==> src/hpe_params.svh <==
// offsets, field positions, reset values and timing counts of the hot-plug event block
`ifndef HPE_PARAMS_SVH
`define HPE_PARAMS_SVH
`define HPE_CLK_NS 20
`define HPE_TICK_NS 50000
`define HPE_BASE_NS 100000
`define HPE_TICK_CYCLES (`HPE_TICK_NS / `HPE_CLK_NS)
`define HPE_BASE_TICKS (`HPE_BASE_NS / `HPE_TICK_NS)
`define HPE_ADDR_CTL 16'h0C00
`define HPE_ADDR_STS 16'h0C01
`define HPE_ADDR_IEN 16'h0C02
`define HPE_ADDR_QUEUE 16'h0C03
`define HPE_ADDR_MIN 16'h0C04
`define HPE_ADDR_MAX 16'h0C05
`define HPE_ADDR_RISE_LO 16'h0C06
`define HPE_ADDR_RISE_HI 16'h0C07
`define HPE_ADDR_FALL_LO 16'h0C08
`define HPE_ADDR_FALL_HI 16'h0C09
`define HPE_ADDR_GEN 16'h0C0A
`define HPE_CTL_EN 0
`define HPE_CTL_DIR 1
`define HPE_CTL_GEN 2
`define HPE_CTL_VAL 3
`define HPE_CTL_LVL 7
`define HPE_STS_SHORT 0
`define HPE_STS_FALL 1
`define HPE_STS_RISE 2
`define HPE_STS_QNE 3
`define HPE_RST_BYTE 8'h00
`define HPE_RST_WORD 16'h0000
`endif

==> src/hpe_pkg.sv <==
// types shared by the hot-plug event block
package hpe_pkg;
	// qualifier states: settled low, settled high, low dip from high, high bump from low
	typedef enum logic [3:0] {
		HPE_ST_LOW = 4'h1,
		HPE_ST_HIGH = 4'h2,
		HPE_ST_DIP = 4'h4,
		HPE_ST_BUMP = 4'h8
	} hpe_det_state_e;
	// two-bit queue slot codes
	typedef enum logic [1:0] {
		HPE_SLOT_EMPTY = 2'h0,
		HPE_SLOT_RISE = 2'h1,
		HPE_SLOT_FALL = 2'h2,
		HPE_SLOT_SHORT = 2'h3
	} hpe_slot_code_e;
endpackage : hpe_pkg

==> src/hpe_evt_if.sv <==
// event pulses and settled line level from the qualifier to the core
`timescale 1ns/10ps
interface hpe_evt_if;
	logic rise_event; // one-cycle pulse
	logic fall_event; // one-cycle pulse
	logic short_pulse_event; // one-cycle pulse
	logic level; // settled line level
	modport det (output rise_event, output fall_event, output short_pulse_event, output level);
	modport core (input rise_event, input fall_event, input short_pulse_event, input level);
endinterface : hpe_evt_if

==> src/hpe_tick_gen.sv <==
// 50 us tick divider with a synchronous restart
`timescale 1ns/10ps
`include "hpe_params.svh"
module hpe_tick_gen import hpe_pkg::*; #(
	parameter int CYCLES = `HPE_TICK_CYCLES
) (
	input wire logic core_clk_in,
	input wire logic reset_in,
	input wire logic restart_in,
	output logic tick_out
);
	localparam int W = $clog2(CYCLES);
	logic [W-1:0] cnt_r; // cycles into the current tick period
	logic [W-1:0] cnt_nxt;
	logic tick_nxt;
	// wrap at CYCLES-1; restart aligns the period to a pulse start
	always_comb begin
		cnt_nxt = cnt_r + W'(1);
		tick_nxt = 1'b0;
		if (restart_in) begin
			// restart edge counts as the first cycle, so n ticks end exactly n periods later
			cnt_nxt = W'(1);
		end else if (cnt_r == W'(CYCLES - 1)) begin
			cnt_nxt = '0;
			tick_nxt = 1'b1;
		end
	end
	always_ff @(posedge core_clk_in) begin
		if (reset_in) begin
			cnt_r <= '0;
			tick_out <= 1'b0;
		end else begin
			cnt_r <= cnt_nxt;
			tick_out <= tick_nxt;
		end
	end
endmodule : hpe_tick_gen

==> src/hpe_line_qual.sv <==
// synchroniser and timing qualifier for the sensed hot-plug line
`timescale 1ns/10ps
`include "hpe_params.svh"
module hpe_line_qual import hpe_pkg::*; (
	input wire logic core_clk_in,
	input wire logic reset_in,
	input wire logic run_in,
	input wire logic tick_in,
	input wire logic line_raw_in,
	input wire logic [7:0] min_in,
	input wire logic [7:0] max_in,
	input wire logic [15:0] rise_in,
	input wire logic [15:0] fall_in,
	hpe_evt_if.det evt
);
	logic s1_r, s2_r, s3_r; // three-stage synchroniser
	logic lvl_r, lvl_nxt; // settled level
	hpe_det_state_e st_r, st_nxt;
	logic [16:0] cnt_r, cnt_nxt; // whole ticks spent in dip or bump
	logic rise_nxt, fall_nxt, short_nxt;
	logic [16:0] min_thr, max_thr, rise_thr, fall_thr;
	// every threshold carries the fixed 100 us base
	assign min_thr = {9'h000, min_in} + 17'(`HPE_BASE_TICKS);
	assign max_thr = {9'h000, max_in} + 17'(`HPE_BASE_TICKS);
	assign rise_thr = {1'h0, rise_in} + 17'(`HPE_BASE_TICKS);
	assign fall_thr = {1'h0, fall_in} + 17'(`HPE_BASE_TICKS);
	// a level counts once the second and third stages agree
	always_comb begin
		lvl_nxt = (s2_r == s3_r) ? s3_r : lvl_r;
	end
	// qualifier; starts from low so the first plug-in reports a rise
	always_comb begin
		st_nxt = st_r;
		cnt_nxt = cnt_r;
		rise_nxt = 1'b0;
		fall_nxt = 1'b0;
		short_nxt = 1'b0;
		if (!run_in) begin
			st_nxt = HPE_ST_LOW;
			cnt_nxt = '0;
		end else begin
			case (st_r)
				HPE_ST_LOW: begin
					cnt_nxt = '0;
					if (lvl_r) st_nxt = HPE_ST_BUMP;
				end
				HPE_ST_BUMP: begin
					if (!lvl_r) begin
						st_nxt = HPE_ST_LOW; // too short a high, no rise
					end else if (tick_in && (cnt_r + 17'h1) >= rise_thr) begin
						st_nxt = HPE_ST_HIGH;
						rise_nxt = 1'b1;
					end else if (tick_in) begin
						cnt_nxt = cnt_r + 17'h1;
					end
				end
				HPE_ST_HIGH: begin
					cnt_nxt = '0;
					if (!lvl_r) st_nxt = HPE_ST_DIP;
				end
				HPE_ST_DIP: begin
					if (lvl_r) begin
						st_nxt = HPE_ST_HIGH;
						// shorter than min is ignored, longer than max is no short pulse
						short_nxt = (cnt_r >= min_thr) && (cnt_r <= max_thr);
					end else if (tick_in && (cnt_r + 17'h1) >= fall_thr) begin
						st_nxt = HPE_ST_LOW;
						fall_nxt = 1'b1;
					end else if (tick_in) begin
						cnt_nxt = cnt_r + 17'h1;
					end
				end
				default: st_nxt = HPE_ST_LOW;
			endcase
		end
	end
	always_ff @(posedge core_clk_in) begin
		if (reset_in) begin
			s1_r <= 1'b0;
			s2_r <= 1'b0;
			s3_r <= 1'b0;
			lvl_r <= 1'b0;
			st_r <= HPE_ST_LOW;
			cnt_r <= '0;
			evt.rise_event <= 1'b0;
			evt.fall_event <= 1'b0;
			evt.short_pulse_event <= 1'b0;
		end else begin
			s1_r <= line_raw_in;
			s2_r <= s1_r;
			s3_r <= s2_r;
			lvl_r <= lvl_nxt;
			st_r <= st_nxt;
			cnt_r <= cnt_nxt;
			evt.rise_event <= rise_nxt;
			evt.fall_event <= fall_nxt;
			evt.short_pulse_event <= short_nxt;
		end
	end
	assign evt.level = lvl_r;
endmodule : hpe_line_qual

==> src/hpe_hot_plug_detector.sv <==
// hot-plug line event detector, queue and pulse generator with byte registers
// Notes on behaviour
// enable nibble bits gate matching interrupt sources
// first event after reset lands in slot zero
// writing 01b to a slot frees it
// new event goes after last filled slot
// store only into empty slot, wrap three-zero
// slot codes: empty, rise, fall, short pulse
// queue reads zero when disabled or output
// full queue drops further events
// minimum short pulse is 50us*field+100us
// lows shorter than minimum record nothing
// lows longer than maximum are no pulse
// rise after high for 50us*field+100us
// fall after low for 50us*field+100us
// generated pulse lasts field times 50us
// after pulse line returns to output value
// software keeps timing registers while enabled
// self-clearing generate bit starts output pulse
// direction bit: zero input, one output
// queue pending flag clears on queue read
// disabling clears interrupt status to zero
// 50us tick derived from system clock
`timescale 1ns/10ps
`include "hpe_params.svh"
module hpe_hot_plug_detector import hpe_pkg::*; #(
	parameter int TICK_CYCLES = `HPE_TICK_CYCLES
) (
	input wire logic core_clk_in,
	input wire logic reset_in,
	input wire logic [15:0] reg_addr_in,
	input wire logic reg_wr_in,
	input wire logic reg_rd_in,
	input wire logic [7:0] reg_wdata_in,
	output logic [7:0] reg_rdata_out,
	input wire logic hot_plug_line_in,
	output logic hot_plug_line_out,
	output logic hot_plug_line_oe_out,
	output logic event_irq_out
);
	// address match, used by every strobe below
	function automatic logic hit(input logic [15:0] a, input logic [15:0] off);
		hit = (a == off);
	endfunction : hit

	hpe_evt_if evt ();
	logic tick; // 50 us enable pulse
	logic en_r, en_nxt; // line function enable
	logic dir_r, dir_nxt; // 1: driven output
	logic val_r, val_nxt; // idle output level
	logic busy_r, busy_nxt; // generate bit, self-clearing
	logic [7:0] gcnt_r, gcnt_nxt; // ticks of low left
	logic [3:0] ien_r, ien_nxt; // event_irq_enables
	logic [3:0] sts_r, sts_nxt; // interrupt status
	logic [7:0] queue_r, queue_nxt; // event_queue
	logic [1:0] ptr_r, ptr_nxt; // next slot to fill
	logic [7:0] min_r, min_nxt, max_r, max_nxt, gen_r, gen_nxt;
	logic [15:0] rise_r, rise_nxt, fall_r, fall_nxt;
	logic [7:0] rdata_nxt;
	logic line_nxt, oe_nxt, irq_nxt;
	logic gen_start, gen_restart, run, ev, store;
	logic [1:0] code;
	logic wr_ctl, wr_sts, wr_ien, wr_q, rd_q;

	assign wr_ctl = reg_wr_in && hit(reg_addr_in, `HPE_ADDR_CTL);
	assign wr_sts = reg_wr_in && hit(reg_addr_in, `HPE_ADDR_STS);
	assign wr_ien = reg_wr_in && hit(reg_addr_in, `HPE_ADDR_IEN);
	assign wr_q = reg_wr_in && hit(reg_addr_in, `HPE_ADDR_QUEUE);
	assign rd_q = reg_rd_in && hit(reg_addr_in, `HPE_ADDR_QUEUE) && run;
	assign run = en_r && !dir_r;
	// generate bit taken only while enabled as output and idle
	assign gen_start = wr_ctl && reg_wdata_in[`HPE_CTL_GEN] && en_r && dir_r && !busy_r;
	assign gen_restart = gen_start;

	hpe_tick_gen #(.CYCLES(TICK_CYCLES)) u_tick (
		.core_clk_in(core_clk_in),
		.reset_in(reset_in),
		.restart_in(gen_restart),
		.tick_out(tick)
	);

	hpe_line_qual u_qual (
		.core_clk_in(core_clk_in),
		.reset_in(reset_in),
		.run_in(run),
		.tick_in(tick),
		.line_raw_in(hot_plug_line_in),
		.min_in(min_r),
		.max_in(max_r),
		.rise_in(rise_r),
		.fall_in(fall_r),
		.evt(evt)
	);

	// detector pulses are mutually exclusive, so a plain priority encode is enough
	assign ev = evt.rise_event || evt.fall_event || evt.short_pulse_event;
	assign code = evt.rise_event ? HPE_SLOT_RISE : (evt.fall_event ? HPE_SLOT_FALL : HPE_SLOT_SHORT);

	// control, timing and enable registers plus the pulse generator
	always_comb begin
		en_nxt = en_r;
		dir_nxt = dir_r;
		val_nxt = val_r;
		ien_nxt = ien_r;
		min_nxt = min_r;
		max_nxt = max_r;
		gen_nxt = gen_r;
		rise_nxt = rise_r;
		fall_nxt = fall_r;
		busy_nxt = busy_r;
		gcnt_nxt = gcnt_r;
		// timing writes are accepted at any time; changing them while enabled is unsafe
		if (reg_wr_in) begin
			if (hit(reg_addr_in, `HPE_ADDR_MIN)) min_nxt = reg_wdata_in;
			else if (hit(reg_addr_in, `HPE_ADDR_MAX)) max_nxt = reg_wdata_in;
			else if (hit(reg_addr_in, `HPE_ADDR_RISE_LO)) rise_nxt[7:0] = reg_wdata_in;
			else if (hit(reg_addr_in, `HPE_ADDR_RISE_HI)) rise_nxt[15:8] = reg_wdata_in;
			else if (hit(reg_addr_in, `HPE_ADDR_FALL_LO)) fall_nxt[7:0] = reg_wdata_in;
			else if (hit(reg_addr_in, `HPE_ADDR_FALL_HI)) fall_nxt[15:8] = reg_wdata_in;
			else if (hit(reg_addr_in, `HPE_ADDR_GEN)) gen_nxt = reg_wdata_in;
		end
		if (wr_ien) ien_nxt = reg_wdata_in[3:0];
		if (wr_ctl) begin
			en_nxt = reg_wdata_in[`HPE_CTL_EN];
			dir_nxt = reg_wdata_in[`HPE_CTL_DIR];
			val_nxt = reg_wdata_in[`HPE_CTL_VAL];
		end
		if (gen_start && gen_r != 8'h00) begin
			busy_nxt = 1'b1;
			gcnt_nxt = gen_r;
		end else if (busy_r && tick) begin
			// restart aligned the tick, so gen_r ticks is exactly the low time
			gcnt_nxt = gcnt_r - 8'h01;
			if (gcnt_r == 8'h01) busy_nxt = 1'b0;
		end
		// leaving enable or output mode aborts a pulse
		if (!en_nxt || !dir_nxt) busy_nxt = 1'b0;
	end

	always_ff @(posedge core_clk_in) begin
		if (reset_in) begin
			en_r <= 1'b0;
			dir_r <= 1'b0;
			val_r <= 1'b0;
			busy_r <= 1'b0;
			gcnt_r <= `HPE_RST_BYTE;
			ien_r <= 4'h0;
			min_r <= `HPE_RST_BYTE;
			max_r <= `HPE_RST_BYTE;
			gen_r <= `HPE_RST_BYTE;
			rise_r <= `HPE_RST_WORD;
			fall_r <= `HPE_RST_WORD;
		end else begin
			en_r <= en_nxt;
			dir_r <= dir_nxt;
			val_r <= val_nxt;
			busy_r <= busy_nxt;
			gcnt_r <= gcnt_nxt;
			ien_r <= ien_nxt;
			min_r <= min_nxt;
			max_r <= max_nxt;
			gen_r <= gen_nxt;
			rise_r <= rise_nxt;
			fall_r <= fall_nxt;
		end
	end

	// event queue and sticky status; a set in the same cycle beats a clear, except the clear by disabling
	always_comb begin
		queue_nxt = queue_r;
		ptr_nxt = ptr_r;
		sts_nxt = sts_r;
		store = 1'b0;
		for (int i = 0; i < 4; i++) begin
			if (wr_q && reg_wdata_in[2*i +: 2] == HPE_SLOT_RISE) queue_nxt[2*i +: 2] = HPE_SLOT_EMPTY;
		end
		if (wr_sts) sts_nxt[2:0] = sts_r[2:0] & ~reg_wdata_in[2:0];
		if (rd_q) sts_nxt[`HPE_STS_QNE] = 1'b0;
		if (run && ev) begin
			sts_nxt[`HPE_STS_RISE] = sts_nxt[`HPE_STS_RISE] | evt.rise_event;
			sts_nxt[`HPE_STS_FALL] = sts_nxt[`HPE_STS_FALL] | evt.fall_event;
			sts_nxt[`HPE_STS_SHORT] = sts_nxt[`HPE_STS_SHORT] | evt.short_pulse_event;
			// always the slot after the last filled one, and only if empty
			if (queue_nxt[2*ptr_r +: 2] == HPE_SLOT_EMPTY) begin
				store = 1'b1;
				queue_nxt[2*ptr_r +: 2] = code;
				ptr_nxt = ptr_r + 2'h1;
				sts_nxt[`HPE_STS_QNE] = 1'b1;
			end
		end
		// pulse finished in output mode reports on the short-pulse bit
		if (busy_r && !busy_nxt && en_nxt) sts_nxt[`HPE_STS_SHORT] = 1'b1;
		// disabling empties status, queue and pointer so a re-enable starts at slot zero
		if (!en_nxt) begin
			sts_nxt = 4'h0;
			queue_nxt = `HPE_RST_BYTE;
			ptr_nxt = 2'h0;
		end
	end

	always_ff @(posedge core_clk_in) begin
		if (reset_in) begin
			queue_r <= `HPE_RST_BYTE;
			ptr_r <= 2'h0;
			sts_r <= 4'h0;
		end else begin
			queue_r <= queue_nxt;
			ptr_r <= ptr_nxt;
			sts_r <= sts_nxt;
		end
	end

	// read mux and pin drivers, all registered
	always_comb begin
		rdata_nxt = reg_rdata_out;
		if (reg_rd_in) begin
			rdata_nxt = 8'h00; // unmapped addresses read zero
			if (hit(reg_addr_in, `HPE_ADDR_CTL)) begin
				rdata_nxt[`HPE_CTL_EN] = en_r;
				rdata_nxt[`HPE_CTL_DIR] = dir_r;
				rdata_nxt[`HPE_CTL_GEN] = busy_r && dir_r;
				rdata_nxt[`HPE_CTL_VAL] = val_r && dir_r;
				rdata_nxt[`HPE_CTL_LVL] = evt.level;
			end
			else if (hit(reg_addr_in, `HPE_ADDR_STS)) rdata_nxt = {4'h0, sts_r};
			else if (hit(reg_addr_in, `HPE_ADDR_IEN)) rdata_nxt = {4'h0, ien_r};
			else if (hit(reg_addr_in, `HPE_ADDR_QUEUE)) rdata_nxt = run ? queue_r : 8'h00;
			else if (hit(reg_addr_in, `HPE_ADDR_MIN)) rdata_nxt = min_r;
			else if (hit(reg_addr_in, `HPE_ADDR_MAX)) rdata_nxt = max_r;
			else if (hit(reg_addr_in, `HPE_ADDR_RISE_LO)) rdata_nxt = rise_r[7:0];
			else if (hit(reg_addr_in, `HPE_ADDR_RISE_HI)) rdata_nxt = rise_r[15:8];
			else if (hit(reg_addr_in, `HPE_ADDR_FALL_LO)) rdata_nxt = fall_r[7:0];
			else if (hit(reg_addr_in, `HPE_ADDR_FALL_HI)) rdata_nxt = fall_r[15:8];
			else if (hit(reg_addr_in, `HPE_ADDR_GEN)) rdata_nxt = gen_r;
		end
		oe_nxt = en_nxt && dir_nxt;
		line_nxt = val_nxt && !busy_nxt;
		irq_nxt = |(sts_nxt & ien_nxt);
	end

	always_ff @(posedge core_clk_in) begin
		if (reset_in) begin
			reg_rdata_out <= 8'h00;
			hot_plug_line_out <= 1'b0;
			hot_plug_line_oe_out <= 1'b0;
			event_irq_out <= 1'b0;
		end else begin
			reg_rdata_out <= rdata_nxt;
			hot_plug_line_out <= line_nxt;
			hot_plug_line_oe_out <= oe_nxt;
			event_irq_out <= irq_nxt;
		end
	end

	// cycles the generated low has lasted; a counter instead of a long delay range
	logic [31:0] gen_cyc_r, gen_cyc_nxt;
	always_comb begin
		gen_cyc_nxt = gen_cyc_r;
		if (gen_start) gen_cyc_nxt = 32'h00000000;
		else if (busy_r) gen_cyc_nxt = gen_cyc_r + 32'h00000001;
	end
	always_ff @(posedge core_clk_in) begin
		if (reset_in) begin
			gen_cyc_r <= 32'h00000000;
		end else begin
			gen_cyc_r <= gen_cyc_nxt;
		end
	end
endmodule : hpe_hot_plug_detector

==> config.mk <==
export PLATFORM = sky130hd
export DESIGN_NAME = hpe_hot_plug_detector
export DESIGN_NICKNAME = d
export VERILOG_FILES = /design/src/hpe_pkg.sv /design/src/hpe_evt_if.sv /design/src/hpe_tick_gen.sv /design/src/hpe_line_qual.sv /design/src/hpe_hot_plug_detector.sv
export VERILOG_INCLUDE_DIRS = /design/src /design/src/src
export SDC_FILE = /design/constraint.sdc
export NUM_CORES = 1
export LEC_CHECK = 0
export BUFFER_PORTS_ARGS = -buffer_cell sky130_fd_sc_hd__buf_2
export CAP_MARGIN = 0
export CORE_MARGIN = 3
export CORE_UTILIZATION = 29
export CTS_BUF_LIST = sky130_fd_sc_hd__clkbuf_8
export DETAILED_ROUTE_END_ITERATION = 10
export PLACE_DENSITY = 0.53
export SLEW_MARGIN = 20
export SYNTH_ARGS = -nofsm -noshare
export SYNTH_HDL_FRONTEND = slang
export SYNTH_SLANG_ARGS = --single-unit
export TNS_END_PERCENT = 10
==> constraint.sdc <==
create_clock -name core_clk_in -period 5.5 [get_ports core_clk_in]
set_input_delay 0.275 -clock core_clk_in [delete_from_list [all_inputs] [get_ports core_clk_in]]
set_output_delay 0.275 -clock core_clk_in [all_outputs]
set_load 0.02 [all_outputs]
==> flow_metrics.tcl, run 1 <==
set metrics [dict create \
    dr.pass1.iters 7 \
    via_per_inst 5.19 \
    cts_tree "done" \
    postCtsHoldBufs 0 \
    ys_seq_area_share_pct 32.1 \
    synthCells 1079 \
    skew_ns 0.0128 \
    maxCapViolCount 0 \
    hold_viol 0 \
    crit_chain "and3_1, nand3_1, nor2_1, and3_1, and3_1, nand3_1, xnor2_1, ha_1, nor2b_1, o21ai_0, nand2b_1, a311o_1, o41ai_4, or4_1, nand3_2, buf_4, nand2b_1, o41ai_1" \
    instances_no_fill 1489 \
    wl_met1_um 12400 \
    io_pins 40 \
    crit_buf_inv 1 \
    fin_nets 1182 \
    gr-usage-all-layers_pct 16.0 \
    worstMarginPinSlew_ns 0.956 \
    clockBufferDepth 2 \
    rsz0062_at_grt "no" \
    clk_latency_ns 0.46 \
    postRouteAntennaNets 0 \
    fin_crit_ns 4.93 \
    grt_pass1_vias 7168 \
    worst_path_max_delay_cell "dfxtp_1" \
    syn_nets 1169 \
    yosysWarnings 0 \
    ys_ff_latch 138 \
    post-route-drc-count 0 \
    dr_wl_met3_um 1400 \
    wl_per_cell_um 16.9 \
    h-tree-depth 4 \
    clock-root-buffer "clkbuf_8" \
    path_clk_slew_ns 0.09 \
    hold_path.class "in -> reg" \
    arrival_ns 5.30 \
    antenna_found_initial 1 \
    dp_cells 1457 \
    grt_overflow 0 \
    fill_cells 3076 \
    grt_pass1_wl_um 39900 \
    hold-worst-slack_ns 0.0228 \
    power.switching_mw 0.550 \
    clock-sinks 138 \
    leakagePower_nw 3.55 \
    status "completed" \
    die-area_um2 31800 \
    swShare_pct 28.7 \
    fin_total_pwr_mw 1.92 \
    multiInputGateArea_um2 5570 \
    path_depth 18 \
    cp.required_ns 5.87 \
    start_util_pct 29.7 \
    synth_area_um2 8620 \
    critPathMostFrequentCell "and3_1" \
    routed-wl-met2_um 11000 \
    dp_hpwl_um 18700 \
    pwr-share-clk_pct 43.1 \
    ys.flop_type "dfxtp_1" \
    cts_setup_buffers 0 \
    die_x_um 178 \
    max_stage_delay_ns 0.53 \
    min_path_cells 2 \
    grt_max_degree 42 \
    io_buffers 39 \
    synthArstFlopShare_pct 0 \
    synth_edf_count 0 \
    synth_area_per_cell_um2 7.98 \
    finalCritPeriodShare_pct 89.7 \
    end_kind "flip-flop" \
    cp_top_family "simple AND/OR/NAND/NOR gates" \
    vias 7734 \
    relSlewSlack_pct 36.2 \
    final_layout_size_suffix_gt1_share_pct 9.14 \
    crit_path_start_kind "flip-flop" \
    wl_um 25200 \
    setup_viol 0 \
    synth_cell_types 70 \
    rr_worst_depth 18 \
    numCtsBuffers 17 \
    drt_iter0_markers 583 \
    highest_layer "met4" \
    crit_fanout 24 \
    die_h_um 178 \
    seq_power_share_pct 52.6 \
    criticalPathCategory "reg -> reg" \
    area_growth_syn_to_layout_pct 10.6 \
    place_congestion 0.857 \
    seqCellArea_um2 2760 \
    antenna_cells 0 \
    irDropWorstVdd_uv 134 \
    max_freq_ghz 0.203 \
    power-per-cell-area_nw_per_um2 201 \
    setup-tns-final_ns 0 \
    rows 62 \
    fp.coreArea_um2 29000 \
    cellInternalPower_mw 1.37 \
    cts_resized 0 \
    combPwrFrac_pct 4.3 \
    drv_slew 0 \
]
## worst register-to-register path: stages (launching register included)
cell	delay, ns
dfxtp_1	0.53
and3_1	0.24
nand3_1	0.18
nor2_1	0.30
and3_1	0.28
and3_1	0.28
nand3_1	0.12
xnor2_1	0.28
ha_1	0.30
nor2b_1	0.13
o21ai_0	0.14
nand2b_1	0.10
a311o_1	0.36
o41ai_4	0.41
or4_1	0.19
nand3_2	0.07
buf_4	0.22
nand2b_1	0.39
o41ai_1	0.31
## synthesized netlist by cell type (3+ instances only)
master    number  area [µm²]
a211oi_1      10        75.1
a21o_1         6        45.0
a21oi_1       72         360
a221oi_1       5        43.8
a22oi_1        6        45.0
a311oi_1       3        26.3
a31oi_1        5        31.3
a32oi_1        4        35.0
and2_1         4        25.0
and3_1        14        87.6
buf_1          3        11.3
buf_2          3        15.0
clkbuf_1      43         161
dfxtp_1      138        2760
ha_1          61         763
inv_1         20        75.1
mux2i_1       55         551
mux4_2         5         113
nand2_1      141         529
nand2b_1      11        68.8
nand3_1       60         300
nand3b_1       4        30.0
nand4_1       19         119
nor2_1       135         507
nor2b_1       15        93.8
nor3_1        26         130
nor3b_1       10        75.1
nor4_1         9        56.3
o211ai_1      14         105
o21a_1         6        45.0
o21ai_0       37         185
o21ai_1        7        35.0
o22ai_1        4        25.0
o31ai_1        5        37.5
or2_2          4        25.0
or3_1          4        25.0
xnor2_1       30         263
xor2_1        37         324
## path summary, 6_finish.rpt
| kind | startpoint | to | slack, ns |
|---|---|---|---|
| worst max-delay path | u_qual.cnt_r[0] | u_qual.cnt_r[3] | 0.57 |
| worst min-delay path | hot_plug_line_in | u_qual.s1_r | 0.02 |
| worst max register to register | u_qual.cnt_r[0] | u_qual.cnt_r[3] | 0.57 |
| worst min register to register | u_qual.s1_r | u_qual.s2_r | 0.46 |
## metrics by stage
stage	util (%)	cell area (µm²)	setup slack, ns
after floorplan	-	8620	1.45
after global placement	31.5	9130	0.702
after detailed placement	31.5	9130	0.495
after CTS	32.8	9520	0.474
after global routing	32.8	9530	0.0933
final	32.8	9530	0.569
## power groups by stage
stage               combinational [mW]  sequential [mW]  clock [mW]
floorplan                       0.0466             1.03           0
global placement                0.0819             1.03           0
detailed placement              0.0823             1.03           0
CTS                             0.0825             1.01       0.853
global route                    0.0888             1.01       0.888
finish                          0.0821             1.01       0.826
## area by class of cell
class | instances | area share [%]
clock inverter | 15 | 1.60
clock buffer | 17 | 2.46
sequential | 138 | 29.0
inverter | 21 | 0.827
timing repair buffer | 47 | 2.68
multi-input combinational | 867 | 58.4
tap | 384 | 5.04
## per-layer routing
metal / vias to the layer above / track usage (%)
met5: - / 0
met4: 0 / 4.03
met3: 24 / 3.02
met2: 170 / 24.3
met1: 3661 / 23.2
li1: 3879 / -
## sequential cells by signal, indices dropped and copies added, names as in the netlist, 2 cells and up
register / flops
u_qual.st_r: 4
max_r: 8
fall_r: 16
sts_r: 4
queue_r: 8
rise_r: 16
reg_rdata_out: 8
gen_r: 8
u_tick.cnt_r: 12
min_r: 8
u_qual.cnt_r: 17
ien_r: 4
ptr_r: 2
gcnt_r: 8
## layout by cell type (no fill, tap or decap), drive strengths merged, types with 15 or more instances in the layout
cell    Yosys  final
inv        20     29
xnor2      31     31
o21ai      44     44
dfxtp     138    138
buf         9     47
xor2       37     37
mux2i      55     55
nor2      135    135
clkbuf     44     17
nor3       27     27
nor2b      15     15
ha         61     61
a21oi      73     73
nand4      19     19
nand2     141    141
nand3      61     61
## logic make-up after synthesis
group / Yosys count / share of synthesized area [%]
AND/OR/NAND/NOR: 471 / 25.6
AO/OA/AOI/OAI: 205 / 15.0
flip-flops: 138 / 32.1
buffers and inverters: 74 / 3.46
XOR/XNOR: 68 / 7.00
multiplexers: 62 / 7.96
adder cells (fa/ha/maj): 61 / 8.86
No activity file was read; power rests on OpenSTA's default activity.
==> inputs of run 2 (changes only) <==
RECOVER_POWER = 25   (was unset)
==> run 2 against run 1 <==
Net effect: the flow now finishes with violations (max-capacitance violations, max-slew violations); clock skew increased by 0.0015 ns; clock power rose by 0.5%; non-clock buffer count stayed put; sequential share of layout area up 0.072 points; register-to-register slack got worse by 0.02 ns; sequential power is essentially flat; clock-buffer cell count unchanged; core utilization decreased by 0.082 points; hold slack about the same; first-iteration DRC count grew 18%; final area fell by 0.25%; die area is the same; critical endpoint unchanged; highest routed layer unchanged.
==> flow_metrics.tcl, run 2 (synthesis gave the netlist of run 1 again) <==
set metrics [dict create \
    finalCritPeriodShare_pct 90.0 \
    grt_overflow 0 \
    postRouteAntennaNets 0 \
    place_congestion 0.857 \
    cts_tree "done" \
    leakagePower_nw 3.49 \
    maxCapViolCount 2 \
    crit_buf_inv 1 \
    h-tree-depth 4 \
    cp_top_family "simple AND/OR/NAND/NOR gates" \
    power-per-cell-area_nw_per_um2 202 \
    gr-usage-all-layers_pct 16.0 \
    clock-sinks 138 \
    crit_fanout 24 \
    clock-root-buffer "clkbuf_8" \
    cp.required_ns 5.87 \
    fp.coreArea_um2 29000 \
    hold_path.class "in -> reg" \
    post-route-drc-count 0 \
    path_clk_slew_ns 0.09 \
    grt_max_degree 42 \
    criticalPathCategory "reg -> reg" \
    crit_chain "and3_1, nand3_1, nor2_1, and3_1, and3_1, nand3_1, xnor2_1, ha_1, nor2b_1, o21ai_0, nand2b_1, a311o_1, o41ai_4, or4_1, nand3_2, buf_4, nand2b_1, o41ai_1" \
    largest_reg_flops 17 \
    critPathMostFrequentCell "and3_1" \
    numCtsBuffers 17 \
    finalInstanceArea_um2 9510 \
    clk_latency_ns 0.47 \
    status "finished, violations left" \
    hold_viol 0 \
    seqCellArea_um2 2760 \
    worst_path_max_delay_cell "dfxtp_1" \
    start_util_pct 29.7 \
    grt_pass1_wl_um 39900 \
    die_x_um 178 \
    postCtsHoldBufs 0 \
    timing.final.ws_setup_ns 0.552 \
    setup_viol 0 \
    io_pins 40 \
    fill_cells 3083 \
    drt_iter0_markers 687 \
    fin_nets 1182 \
    die_h_um 178 \
    place_ws_ns 0.495 \
    skew_ns 0.0143 \
    final_common_cell "nand2_1" \
    io_buffers 39 \
    wl_per_cell_um 17.0 \
    max_stage_delay_ns 0.53 \
    area_growth_syn_to_layout_pct 10.3 \
    cts_setup_buffers 0 \
    multiInputGateArea_um2 5570 \
    violations "max-capacitance violations, max-slew violations" \
    irDropWorstVdd_uv 133 \
    arrival_ns 5.31 \
    via_per_inst 5.19 \
    max_freq_ghz 0.202 \
    fin_crit_ns 4.95 \
    end_kind "flip-flop" \
    worstMarginPinSlew_ns 1.99 \
    antenna_cells 0 \
    rows 62 \
    final_core_util_pct 32.8 \
    dr.pass1.iters 6 \
    top_regs "u_qual.cnt_r (17), fall_r (16), rise_r (16)" \
    die-area_um2 31800 \
    clockBufferDepth 2 \
    vias 7728 \
    wl_um 25200 \
    grt_pass1_vias 7168 \
    most-common-layout-cells "nand2_1, dfxtp_1, nor2_1" \
    top_register "u_qual.cnt_r" \
    antenna_found_initial 1 \
    final_layout_size_suffix_gt1_share_pct 7.69 \
    relSlewSlack_pct -32.7 \
    drv_slew 70 \
    rsz0062_at_grt "no" \
    setup-tns-final_ns 0 \
    dp_hpwl_um 18700 \
    crit_path_start_kind "flip-flop" \
    place_area_um2 9130 \
]
## run 2: changes by cell type in the layout (fill, tap and decap cells not counted), sizes merged
cell    delta
clkbuf    +15
buf       -15
## run 2: repair_timing
action,CTS,global route
endpoints found under the setup margin,0,1
resized for setup,0,1
endpoints found under the hold margin,0,0
## run 2: metrics by stage
step           instances  hold slack [ns]  total power [mW]
2_1_floorplan       1079            0.403              1.08
3_3_place_gp        1457            0.436              1.11
3_5_place_dp        1457            0.443              1.11
4_1_cts             1489          0.00663              1.94
5_1_grt             1489           0.0254              1.98
6_report            1489           0.0226              1.92
## run 2: layout make-up
type,instances,area share [%]
flip-flops and latches,138,29.1
repair buffers,47,2.43
clock buffers,17,2.46
clock inverters,15,1.61
multi-input cells,867,58.6
well taps,384,5.05
inverters,21,0.829
## run 2: where the power goes
part           switching, mW  internal (mW)  total [mW]
clock                  0.492          0.338       0.830
sequential           0.00327           1.00        1.01
combinational         0.0578         0.0228      0.0806
## run 2: metal layers
layer,vias to the layer above,GRT usage (%),share of wire [%]
met4,0,4.03,1.5
met1,3631,23.2,50
li1,3873,-,-
met5,-,0,0
met3,24,3.02,5.4
met2,200,24.3,44
## run 2: path summary, 6_finish.rpt
check / startpoint / to / slack (ns) / cells after the start
setup / recovery: u_qual.cnt_r[0] / u_qual.cnt_r[3] / 0.55 / 18
setup reg to reg: u_qual.cnt_r[0] / u_qual.cnt_r[3] / 0.55 / 18
hold / removal: hot_plug_line_in / u_qual.s1_r / 0.02 / 2
hold reg to reg: u_qual.s1_r / u_qual.s2_r / 0.46 / 1
==> inputs of run 3 (changes only) <==
ABC_AREA = 1   (was unset)
SYNTH_HIERARCHICAL = 1   (was unset)
==> run 3 against run 2 <==
Net effect: the run still ends with max-capacitance violations, max-slew violations left; routed wire length rose by 10%; register-to-register slack improved by 0.86 ns; die area rose by 6.9%; setup slack improved by 0.86 ns; clock skew rose by 0.0055 ns; critical endpoint is now u_qual/cnt_r[10]; largest cell class unchanged.
==> flow_metrics.tcl, run 3 <==
set metrics [dict create \
    status "finished, violations left" \
    violations "max-capacitance violations, max-slew violations" \
    clk_latency_ns 0.47 \
    yosys-top-cells-count "nand2_1, nor2_1, inv_1" \
    synth_cell_types 49 \
    clock-root-buffer "clkbuf_8" \
    synth_area_leader_cell "dfxtp_1" \
    setup_viol 0 \
    largest_reg_flops 17 \
    grt_pass1_vias 8386 \
    path_clk_slew_ns 0.09 \
    irDropWorstVdd_uv 178 \
    fp.coreArea_um2 31000 \
    synthCells 1397 \
    hold_viol 0 \
    dp_cells 1805 \
    max_stage_delay_ns 0.45 \
    setup-tns-final_ns 0 \
    hold_path.class "in -> reg" \
    syn_nets 1487 \
    yosysMostFrequentCell "nand2_1" \
    numCtsBuffers 17 \
    crit_fanout 32 \
    gr-usage-all-layers_pct 16.7 \
    via_per_inst 4.88 \
    wl_um 27800 \
    place_ws_ns 1.49 \
    synth_edf_count 0 \
    timing.final.ws_setup_ns 1.41 \
    io_buffers 39 \
    postRouteAntennaNets 0 \
    dr.pass1.iters 6 \
    rows 64 \
    critPathMostFrequentCell "nand2_1" \
    fin_crit_ns 4.09 \
    grt_pass1_wl_um 44700 \
    cp.required_ns 5.86 \
    drv_slew 75 \
    yosysWarnings 6 \
    h-tree-depth 4 \
    ys_ff_latch 138 \
    top_register "u_qual/cnt_r" \
    arrival_ns 4.45 \
    rsz0062_at_grt "no" \
    synth_area_leaders "dfxtp_1, nand2_1, ha_1" \
    leakagePower_nw 4.12 \
    die-area_um2 34000 \
    cts_tree "done" \
    drt_iter0_markers 516 \
    place_congestion 0.862 \
    instances_no_fill 1838 \
    synth_top_area_share_pct 29.9 \
    most-common-layout-cells "nand2_1, nor2_1, inv_1" \
    skew_ns 0.0198 \
    synth_area_um2 9230 \
    grt_max_degree 39 \
    area_growth_syn_to_layout_pct 9.86 \
    power-per-cell-area_nw_per_um2 194 \
    fin_nets 1519 \
    wl_per_cell_um 15.1 \
    ys.flop_type "dfxtp_1" \
    top_regs "u_qual/cnt_r (17), fall_r (16), rise_r (16)" \
    worst_path_max_delay_cell "dfxtp_1" \
    end_kind "flip-flop" \
    cts_setup_buffers 0 \
    die_h_um 184 \
    antenna_cells 0 \
    synthArstFlopShare_pct 0 \
    final_common_cell "nand2_1" \
    relSlewSlack_pct -43.8 \
    grt_overflow 0 \
    max_freq_ghz 0.245 \
    criticalPathCategory "reg -> reg" \
    vias 8978 \
    finalInstanceArea_um2 10100 \
    finalCritPeriodShare_pct 74.3 \
    start_util_pct 29.8 \
    fill_cells 3395 \
    maxCapViolCount 2 \
    worstMarginPinSlew_ns 2.16 \
    final_layout_size_suffix_gt1_share_pct 8.25 \
    clockBufferDepth 2 \
    clock-sinks 138 \
    post-route-drc-count 0 \
    die_x_um 184 \
    ys_seq_area_share_pct 29.9 \
    dp_hpwl_um 21300 \
    antenna_found_initial 2 \
    place_area_um2 9770 \
    fin_total_pwr_mw 1.97 \
    synth_area_per_cell_um2 6.61 \
    crit_path_start_kind "flip-flop" \
    io_pins 40 \
]
run 3: cell types whose count changed after synthesis, moves of 14 or more:
cell,previous run,this run
nand2_1,141,324
inv_1,20,163
mux2i_1,55,0
nor2_1,135,184
clkbuf_1,43,14
a21oi_1,72,99
o21ai_0,37,59
xnor2_1,30,14
nor2b_1,15,0
nand2_2,0,14
run 3: power by group:
group / internal (mW) / leakage (nW) / total, mW / switching [mW]
sequential: 1.00 / 1.11 / 1.00 / 0.00230
combinational: 0.0180 / 2.81 / 0.0731 / 0.0551
clock: 0.412 / 0.203 / 0.892 / 0.480
total: 1.43 / 4.12 / 1.97 / 0.537
run 3: cells by family after synthesis:
group / synth area share [%]
buf+inv: 9.23
simple gates: 34.1
flops: 29.9
fa+ha+maj: 8.27
compound gates: 14.0
xor+xnor: 4.46
run 3: timing repair:
action                                 4_1_cts  5_1_grt
hold buffers                                 1        0
resized for setup                            0        0
endpoints found under the hold margin        1        0
run 3: critical path, delay by kind of cell, from the launching register on:
kind / cells / cell delay [ns]
AND/OR/NAND/NOR: 19 / 2.62
flip-flops: 1 / 0.45
AO/OA/AOI/OAI: 1 / 0.10
adder cells (fa/ha/maj): 1 / 0.28
buffers and inverters: 3 / 0.30
XOR/XNOR: 1 / 0.23
run 3: stage by stage:
stage,util [%],hold WS (ns)
after floorplan,-,0.344
after detailed placement,31.5,0.398
after global routing,32.7,0.122
after global placement,31.5,0.402
after CTS,32.8,0.102
final,32.7,0.133
run 3: cell type report:
type                            count  area (µm²)  area share [%]
Clock buffer                       17         234            2.31
Clock inverter                     15         164            1.62
Inverter                          181         679            6.70
Multi-Input combinational cell   1048        5600            55.2
Sequential cell                   138        2760            27.2
Tap cell                          396         495            4.89
Timing Repair Buffer               43         206            2.04
run 3: final timing paths:
check | startpoint | to | slack (ns) | cells past startpoint
max | u_qual/cnt_r[0] | u_qual/cnt_r[10] | 1.41 | 25
max reg2reg | u_qual/cnt_r[0] | u_qual/cnt_r[10] | 1.41 | 25
min reg2reg | u_qual/s1_r | u_qual/s2_r | 0.41 | 2
min | reg_wdata_in[3] | val_r | 0.13 | 3
run 3: metal layers:
metal	wire, µm	vias to the layer above	part of all wire, %	GRT usage [%]
met5	29	-	0.10	0
met4	619	4	2.2	5.14
met3	1340	37	4.8	3.02
met2	12200	218	44	26.4
met1	13600	4100	49	23.1
li1	-	4619	-	-
